## src/design/rrs_cfg.svh

```systemverilog
/*
 * Constants for the return/rotate/sleep execution block: register offsets,
 * field positions, operation codes, widths and reset values.
 * Assumes it is included by bare name after `default_nettype none.
 */
`ifndef RRS_CFG_SVH
`define RRS_CFG_SVH

// ==========================================================================
// Register offsets (byte addresses, one 32-bit word each)
`define RRS_ADDR_W 6
`define RRS_OFF_CMD 6'h00
`define RRS_OFF_WREG 6'h04
`define RRS_OFF_STATUS 6'h08
`define RRS_OFF_PC 6'h0c
`define RRS_OFF_STACK 6'h10
`define RRS_OFF_WDOG 6'h14
`define RRS_OFF_FADDR 6'h18
`define RRS_OFF_FDATA 6'h1c
`define RRS_OFF_WAKE 6'h20

// ==========================================================================
// Command word fields
`define RRS_OP_LSB 0
`define RRS_OP_MSB 2
`define RRS_DEST_BIT 7
`define RRS_FA_LSB 8
`define RRS_FA_MSB 14
`define RRS_OP_NOP 3'h0
`define RRS_OP_RETURN 3'h1
`define RRS_OP_ROT_LEFT 3'h2
`define RRS_OP_ROT_RIGHT 3'h3
`define RRS_OP_SLEEP 3'h4

// ==========================================================================
// Status word fields and reset values
`define RRS_ST_C_BIT 0
`define RRS_ST_PWRDN_BIT 3
`define RRS_ST_TMOUT_BIT 4
`define RRS_C_RST 1'b0
`define RRS_PWRDN_RST 1'b1
`define RRS_TMOUT_RST 1'b1

// ==========================================================================
// Widths and layouts of other words
`define RRS_DATA_W 8
`define RRS_FA_W 7
`define RRS_FILE_DEPTH 128
`define RRS_PC_W 13
`define RRS_SP_W 3
`define RRS_STACK_DEPTH 8
`define RRS_STACK_SP_LSB 16
`define RRS_WDOG_W 8
`define RRS_WDOG_PRE_LSB 8
`define RRS_WAKE_BIT 0
`define RRS_SLEEP_BIT 0

`endif

```

## src/design/rrs_pkg.sv

```systemverilog
/*
 * Types shared by the return/rotate/sleep execution block.
 * Assumes rrs_cfg.svh is available on the include path.
 */
`default_nettype none
`include "rrs_cfg.svh"

package rrs_pkg;
   typedef logic [`RRS_DATA_W-1:0] rrs_byte_t;
   typedef logic [`RRS_PC_W-1:0] rrs_pc_t;
   typedef logic [`RRS_SP_W-1:0] rrs_sp_t;
   typedef logic [`RRS_FA_W-1:0] rrs_fa_t;
   typedef logic [`RRS_WDOG_W-1:0] rrs_wdog_t;
   typedef logic [`RRS_OP_MSB-`RRS_OP_LSB:0] rrs_op_t;
   typedef enum logic [0:0] {ST_IDLE, ST_RET2} rrs_state_t;
endpackage

`default_nettype wire

```

## src/design/rrs_rotate.sv

```systemverilog
/*
 * Rotate-through-carry unit, purely combinational.
 * Assumes the caller registers the result and the carry.
 */
`timescale 1ns/1ns
`default_nettype none

module rrs_rotate
   import rrs_pkg::*;
(
   input wire rrs_byte_t data_in,
   input wire logic carry_in,
   input wire logic left,
   output rrs_byte_t data_out,
   output logic carry_out
);

   // ========================================================================
   // Nine-bit ring of carry and data
   always_comb
   begin
      if (left)
      begin
         data_out = {data_in[`RRS_DATA_W-2:0], carry_in};
         carry_out = data_in[`RRS_DATA_W-1];
      end
      else
      begin
         data_out = {carry_in, data_in[`RRS_DATA_W-1:1]};
         carry_out = data_in[0];
      end
   end

endmodule

`default_nettype wire

```

## src/design/rrs_exec.sv

```systemverilog
/*
 * Execution of return, rotate-left/right through carry and sleep for a small
 * 8-bit core, with W, file registers, carry and the two power flags, the
 * return stack, program counter and a watchdog count with prescaler.
 * Assumes an Avalon-MM master on clk; commands are written to the command
 * register, one at a time, and state is inspected through the other words.
 */
// The Avalon-MM interface to the registers and the register offsets were chosen for this implementation.
`timescale 1ns/1ns
`default_nettype none
`include "rrs_cfg.svh"

module rrs_exec
   import rrs_pkg::*;
(
   input wire logic clk,
   input wire logic rst,
   input wire logic ce,
   input wire logic [`RRS_ADDR_W-1:0] address,
   input wire logic read,
   input wire logic write,
   input wire logic [31:0] writedata,
   output logic [31:0] readdata,
   output logic waitrequest,
   output logic osc_run
);

   // ========================================================================
   // Declarations
   rrs_state_t state_q;
   rrs_pc_t pc_q;
   rrs_pc_t ret_q;
   rrs_pc_t stack_q [`RRS_STACK_DEPTH];
   rrs_sp_t sp_q;
   rrs_byte_t w_q;
   rrs_byte_t file_q [`RRS_FILE_DEPTH];
   rrs_fa_t faddr_q;
   logic carry_q;
   logic timeout_flag_n_q;
   logic powerdown_flag_n_q;
   rrs_wdog_t watchdog_counter_q;
   rrs_wdog_t wdog_pre_q;
   logic sleep_q;
   logic rd_pend_q;
   logic [31:0] readdata_q;
   logic wr_acc;
   logic cmd_go;
   rrs_op_t op;
   logic dest_file;
   rrs_fa_t cmd_fa;
   logic is_rot;
   rrs_byte_t rot_res;
   logic rot_carry;
   rrs_pc_t stack_top_entry;

   function automatic logic hit(input logic [`RRS_ADDR_W-1:0] a, input logic [`RRS_ADDR_W-1:0] off);
      hit = (a == off);
   endfunction

   // ========================================================================
   // Bus handshake
   // Reads take one wait cycle so that read data come from a flip-flop
   assign waitrequest = !ce
      || (read && !rd_pend_q)
      || (write && hit(address, `RRS_OFF_CMD) && state_q != ST_IDLE);
   assign wr_acc = ce && write && !waitrequest;
   assign readdata = readdata_q;

   assign op = writedata[`RRS_OP_MSB:`RRS_OP_LSB];
   assign dest_file = writedata[`RRS_DEST_BIT];
   assign cmd_fa = writedata[`RRS_FA_MSB:`RRS_FA_LSB];
   // Commands written while asleep are answered but not executed
   assign cmd_go = wr_acc && hit(address, `RRS_OFF_CMD) && !sleep_q;
   assign is_rot = cmd_go && (op == `RRS_OP_ROT_LEFT || op == `RRS_OP_ROT_RIGHT);
   assign stack_top_entry = stack_q[sp_q - rrs_sp_t'(1)];
   assign osc_run = !sleep_q;

   rrs_rotate u_rot
   (
      .data_in(file_q[cmd_fa]),
      .carry_in(carry_q),
      .left(op == `RRS_OP_ROT_LEFT),
      .data_out(rot_res),
      .carry_out(rot_carry)
   );

   // ========================================================================
   // Read path
   always_ff @(posedge clk)
   begin
      if (rst)
      begin
         rd_pend_q <= 1'b0;
         readdata_q <= 32'h0000_0000;
      end
      else if (ce)
      begin
         rd_pend_q <= read && !rd_pend_q;
         if (read && !rd_pend_q)
         begin
            readdata_q <= 32'h0000_0000;
            case (address)
               `RRS_OFF_WREG: readdata_q[`RRS_DATA_W-1:0] <= w_q;
               `RRS_OFF_STATUS:
               begin
                  readdata_q[`RRS_ST_C_BIT] <= carry_q;
                  readdata_q[`RRS_ST_PWRDN_BIT] <= powerdown_flag_n_q;
                  readdata_q[`RRS_ST_TMOUT_BIT] <= timeout_flag_n_q;
               end
               `RRS_OFF_PC: readdata_q[`RRS_PC_W-1:0] <= pc_q;
               `RRS_OFF_STACK:
               begin
                  readdata_q[`RRS_PC_W-1:0] <= stack_top_entry;
                  readdata_q[`RRS_STACK_SP_LSB +: `RRS_SP_W] <= sp_q;
               end
               `RRS_OFF_WDOG:
               begin
                  readdata_q[`RRS_WDOG_W-1:0] <= watchdog_counter_q;
                  readdata_q[`RRS_WDOG_PRE_LSB +: `RRS_WDOG_W] <= wdog_pre_q;
               end
               `RRS_OFF_FADDR: readdata_q[`RRS_FA_W-1:0] <= faddr_q;
               `RRS_OFF_FDATA: readdata_q[`RRS_DATA_W-1:0] <= file_q[faddr_q];
               `RRS_OFF_WAKE: readdata_q[`RRS_SLEEP_BIT] <= sleep_q;
               default: readdata_q <= 32'h0000_0000;
            endcase
         end
      end
   end

   // ========================================================================
   // Sequencer and program counter
   always_ff @(posedge clk)
   begin
      if (rst)
      begin
         state_q <= ST_IDLE;
         pc_q <= '0;
         ret_q <= '0;
      end
      else if (ce)
      begin
         case (state_q)
            ST_IDLE:
            begin
               if (cmd_go && op == `RRS_OP_RETURN)
               begin
                  ret_q <= stack_top_entry;
                  state_q <= ST_RET2;
               end
               else if (cmd_go)
                  pc_q <= pc_q + rrs_pc_t'(1);
               else if (wr_acc && hit(address, `RRS_OFF_PC))
                  pc_q <= writedata[`RRS_PC_W-1:0];
            end
            ST_RET2:
            begin
               pc_q <= ret_q;
               state_q <= ST_IDLE;
            end
            default: state_q <= ST_IDLE;
         endcase
      end
   end

   // ========================================================================
   // Return stack
   // Circular: popping an empty stack wraps, as pushing a full one does
   always_ff @(posedge clk)
   begin
      if (rst)
         sp_q <= '0;
      else if (ce)
      begin
         if (cmd_go && op == `RRS_OP_RETURN && state_q == ST_IDLE)
            sp_q <= sp_q - rrs_sp_t'(1);
         else if (wr_acc && hit(address, `RRS_OFF_STACK))
         begin
            stack_q[sp_q] <= writedata[`RRS_PC_W-1:0];
            sp_q <= sp_q + rrs_sp_t'(1);
         end
      end
   end

   // ========================================================================
   // Working register and file registers
   always_ff @(posedge clk)
   begin
      if (rst)
         w_q <= '0;
      else if (ce)
      begin
         if (is_rot && !dest_file)
            w_q <= rot_res;
         else if (wr_acc && hit(address, `RRS_OFF_WREG))
            w_q <= writedata[`RRS_DATA_W-1:0];
      end
   end

   // File array carries no reset; contents are undefined until written
   always_ff @(posedge clk)
   begin
      if (ce)
      begin
         if (is_rot && dest_file)
            file_q[cmd_fa] <= rot_res;
         else if (wr_acc && hit(address, `RRS_OFF_FDATA))
            file_q[faddr_q] <= writedata[`RRS_DATA_W-1:0];
      end
   end

   always_ff @(posedge clk)
   begin
      if (rst)
         faddr_q <= '0;
      else if (ce && wr_acc && hit(address, `RRS_OFF_FADDR))
         faddr_q <= writedata[`RRS_FA_W-1:0];
   end

   // ========================================================================
   // Status flags
   // Return leaves every flag alone; rotates touch carry only
   always_ff @(posedge clk)
   begin
      if (rst)
         carry_q <= `RRS_C_RST;
      else if (ce)
      begin
         if (is_rot)
            carry_q <= rot_carry;
         else if (wr_acc && hit(address, `RRS_OFF_STATUS))
            carry_q <= writedata[`RRS_ST_C_BIT];
      end
   end

   // Power flags are read-only to software; only reset and sleep move them
   always_ff @(posedge clk)
   begin
      if (rst)
      begin
         timeout_flag_n_q <= `RRS_TMOUT_RST;
         powerdown_flag_n_q <= `RRS_PWRDN_RST;
      end
      else if (ce && cmd_go && op == `RRS_OP_SLEEP)
      begin
         timeout_flag_n_q <= 1'b1;
         powerdown_flag_n_q <= 1'b0;
      end
   end

   // ========================================================================
   // Watchdog count with prescaler, cleared on sleep
   // Counting stands in for the real time base and stops with the oscillator
   always_ff @(posedge clk)
   begin
      if (rst)
      begin
         watchdog_counter_q <= '0;
         wdog_pre_q <= '0;
      end
      else if (ce)
      begin
         if (cmd_go && op == `RRS_OP_SLEEP)
         begin
            watchdog_counter_q <= '0;
            wdog_pre_q <= '0;
         end
         else if (!sleep_q)
         begin
            wdog_pre_q <= wdog_pre_q + rrs_wdog_t'(1);
            if (wdog_pre_q == '1)
               watchdog_counter_q <= watchdog_counter_q + rrs_wdog_t'(1);
         end
      end
   end

   // ========================================================================
   // Sleep state; a wake write is the only way out besides reset
   always_ff @(posedge clk)
   begin
      if (rst)
         sleep_q <= 1'b0;
      else if (ce)
      begin
         if (cmd_go && op == `RRS_OP_SLEEP)
            sleep_q <= 1'b1;
         else if (wr_acc && hit(address, `RRS_OFF_WAKE) && writedata[`RRS_WAKE_BIT])
            sleep_q <= 1'b0;
      end
   end

endmodule

`default_nettype wire

```

## config.mk

```make
export PLATFORM = sky130hd
export DESIGN_NAME = rrs_exec
export DESIGN_NICKNAME = d
export VERILOG_FILES = /design/src/design/rrs_pkg.sv /design/src/design/rrs_rotate.sv /design/src/design/rrs_exec.sv
export VERILOG_INCLUDE_DIRS = /design/src /design/src/design
export SDC_FILE = /design/constraint.sdc
export NUM_CORES = 2
export LEC_CHECK = 0
export BUFFER_PORTS_ARGS = -buffer_cell sky130_fd_sc_hd__clkbuf_2
export CAP_MARGIN = 30
export CORE_MARGIN = 10
export CORE_UTILIZATION = 35
export CTS_CLUSTER_DIAMETER = 150
export DETAILED_ROUTE_END_ITERATION = 6
export PLACE_DENSITY = 0.5
export SYNTH_ARGS = -nofsm -noshare
export SYNTH_HDL_FRONTEND = slang
export SYNTH_SLANG_ARGS = --single-unit
```

## constraint.sdc

```tcl
create_clock -name clk -period 8.65 [get_ports clk]
set_clock_uncertainty 0.05 [all_clocks]
set_input_delay 0.865 -clock clk [delete_from_list [all_inputs] [get_ports clk]]
set_output_delay 0.865 -clock clk [all_outputs]
set_load 0.05 [all_outputs]
```

==> results.cfg <==
[place]
dp_hpwl_um = 111000
placedCellCount = 4970
port_buffers = 46
globalplace.congestion = 0.838

[clocking]
numCtsBuffers = 138
post_cts.repair.setup_buffers = 0
cts_hold_repair.buffers = 0
cts_tree = done
clk_latency_ns = 0.79
cts_sinks = 1219
clock_path_buffers = 3
ctsResizeCount = 0
root_buffer = clkbuf_16
htreeDepth = 4
path_clk_slew_ns = 0.06

[final_layout]
layout_commonest_cell = edfxtp_1
instances_no_fill = 5232
mostFrequentLayoutCells = edfxtp_1, mux4_2, nor2_1, clkbuf_16, a22oi_1
drive_above_1_share_pct = 32.2
utilization_pct = 39.9
synthToLayoutAreaGrowth_pct = 13.2
nets = 3096

[yosys]
yosysSeqAreaShare_pct = 63.8
ys_seq_elements = 1219
synth_edf_count = 1128
syn_avg_cell_area_um2 = 18.8
synth_cells = 2977
synth_ff_type = edfxtp_1
async_flop_share_pct = 0
ys_warn_count = 0
synth.distinct_cells = 60
syn_area_mm2 = 0.0560

[routing]
firstDrtPassIters = 6
via_per_inst = 5.98
wl_per_cell_um = 32.5
top_layer = met5
route.met3.wl_um = 11800
vias = 31300
drtIter0Drc = 3647
drc_errors = 0
wl_met1_um = 69500
met2_length_um = 82300
antenna_left = 0
drt_wl_total_um = 170000

[timing]
final_hold_viol_count = 0
max-slew-margin-rel_pct = 23.0
worst_pin_slew_ns = 1.14
layout_min_cycle_time_ns = 5.75
setup_viol = 0
drv_slew = 0
rsz0062_at_grt = false
period_share_pct = 66.5
setup-tns-final_ns = 0
max_freq_mhz = 174

[die]
die_area_mm2 = 0.176
rows = 146
die_y_um = 420
start_util_pct = 35.3
die_w_um = 420
ios = 77
core-area_mm2 = 0.159

[worst_hold_path]
hold_class = primary input to flip-flop
hold_start = rst
whs_path_depth = 2
hold_end = sp_q[0]$_SDFFE_PP0P_

[setup_path]
end_kind = flip-flop
crit_chain = clkbuf_2 -> buf_4 -> nand3b_1 -> o22ai_1 -> nor4_1 -> mux2i_1 -> a22oi_1 -> nand2_1 -> a21oi_4 -> buf_4 -> buf_4
r2r-end = file_q[21][4]$_DFFE_PP_
critPathSlowestCell = nor4_1
required_ns = 9.05
slowest_delay_ns = 1.00
crit_path_max_fanout = 64
critical-path-top-delay-family = buffers and inverters
r2r_slack_ns = 3.97
worstPathArrival_ns = 6.15
crit_buf_inv = 4
r2r_start = file_q[33][5]$_DFFE_PP_
reg2reg_depth = 9
crit_type = primary input to flip-flop
critPathLaunchType = primary input
path_common_cell = buf_4

[grt]
grt_max_degree = 129
grt_pass1_wl_um = 243000
grt_remaining_overflow = 0
antenna_found_initial = 8
grt_usage_pct = 19.2
grt_pass1_vias = 32500

[job]
maxCapViolCount = 0

[pwr]
finalPower_uw = 13100
powerDensity_mw_per_mm2 = 207
max-vdd-ir-drop_mv = 0.146
power.leakage_uw = 0.0191

[status]
status = finished, final reports clean
[state kept, by name, indices dropped and copies added (netlist names), 3 cells and up, named ones only]
register            cells
stack_q               104
watchdog_counter_q      8
pc_q                   13
readdata               19
file_q               1024
ret_q                  13
faddr_q                 7
w_q                     8
wdog_pre_q              8
sp_q                    3
[routing by layer]
metal  GRT usage [%]  up-vias
met5               0        -
met4            7.14        2
met3            3.96      279
met2            31.3     1326
met1            25.3    16800
li1                -    12800
[synth_stat cells, types with 6 or more instances]
cell type  count  area (µm²)
a211oi_1      40         300
a21oi_1       75         375
a22o_1         8        70.1
a22oi_1       92         691
and3_1         8        50.1
buf_1         23        86.3
buf_2         53         265
buf_4         20         150
buf_6          6        67.6
clkbuf_1     135         507
dfxtp_1       91        1820
edfxtp_1    1128       33900
inv_1         15        56.3
mux2i_1       46         460
mux4_2       618       13900
nand2_1       62         233
nand2b_1      16         100
nand3_1       22         110
nand3b_1      15         113
nand4_1        8        50.1
nor2_1       245         920
nor3_1        17        85.1
nor4_1        22         138
o21ai_0       32         160
o221ai_1       8        70.1
o22ai_1       55         344
or2_2          8        50.1
or3_1         12        75.1
xor2_1        16         140
[cell type report]
type,count,area [µm²]
diodes,3,7.51
clock buffers,172,3730
clock inverters,77,682
fillers,14000,95400
inverters,15,56.3
multi-input cells,1518,19300
flip-flops and latches,1219,35700
well taps,2072,2590
repair buffers,156,1260
[cell families after synthesis]
family | after synthesis | synth area share, %
DFF | 1219 | 63.8
muxes | 667 | 25.7
AOI/OAI and AO/OA | 350 | 4.19
xor gates and xnor gates | 21 | 0.329
other | 1 | 0.00670
and+or+nand+nor | 462 | 3.82
buffers and inverters | 252 | 2.02
adders and majority gates | 5 | 0.112
[worst max path at each step]
stage	from	end	slack, ns	depth (start not counted)
2_1_floorplan	writedata[9]	file_q[0][0]$_DFFE_PP_	1.39	8
5_1_grt	writedata[11]	file_q[21][4]$_DFFE_PP_	2.82	11
3_5_place_dp	writedata[11]	file_q[32][4]$_DFFE_PP_	2.22	11
6_report	writedata[11]	file_q[21][4]$_DFFE_PP_	2.90	11
3_3_place_gp	writedata[11]	file_q[6][4]$_DFFE_PP_	2.41	11
4_1_cts	writedata[11]	file_q[21][4]$_DFFE_PP_	3.03	11
[where the power goes]
group,leakage [µW],switching [µW],internal [µW]
clock network,0.00217,2400,3380
registers,0.0111,2.19,6590
logic,0.00581,532,193
total,0.0191,2930,10200
[worst reg2reg max path, stage by stage, from the launching register on]
cell      delay, ns
edfxtp_1       0.35
mux4_2         0.25
o22ai_1        0.16
nor4_1         0.98
mux2i_1        0.42
a22oi_1        0.28
nand2_1        0.18
a21oi_4        0.35
buf_4          0.56
buf_4          0.75
[metrics by stage]
stage          area, µm²  hold slack, ns  setup slack [ns]
2_1_floorplan      56000           0.376              1.39
3_3_place_gp       58600           0.395              2.41
3_5_place_dp       58900           0.398              2.22
4_1_cts            63300           0.339              3.03
5_1_grt            63400           0.366              2.82
6_report           63400           0.407              2.90
No activity file was read; power rests on OpenSTA's default activity.
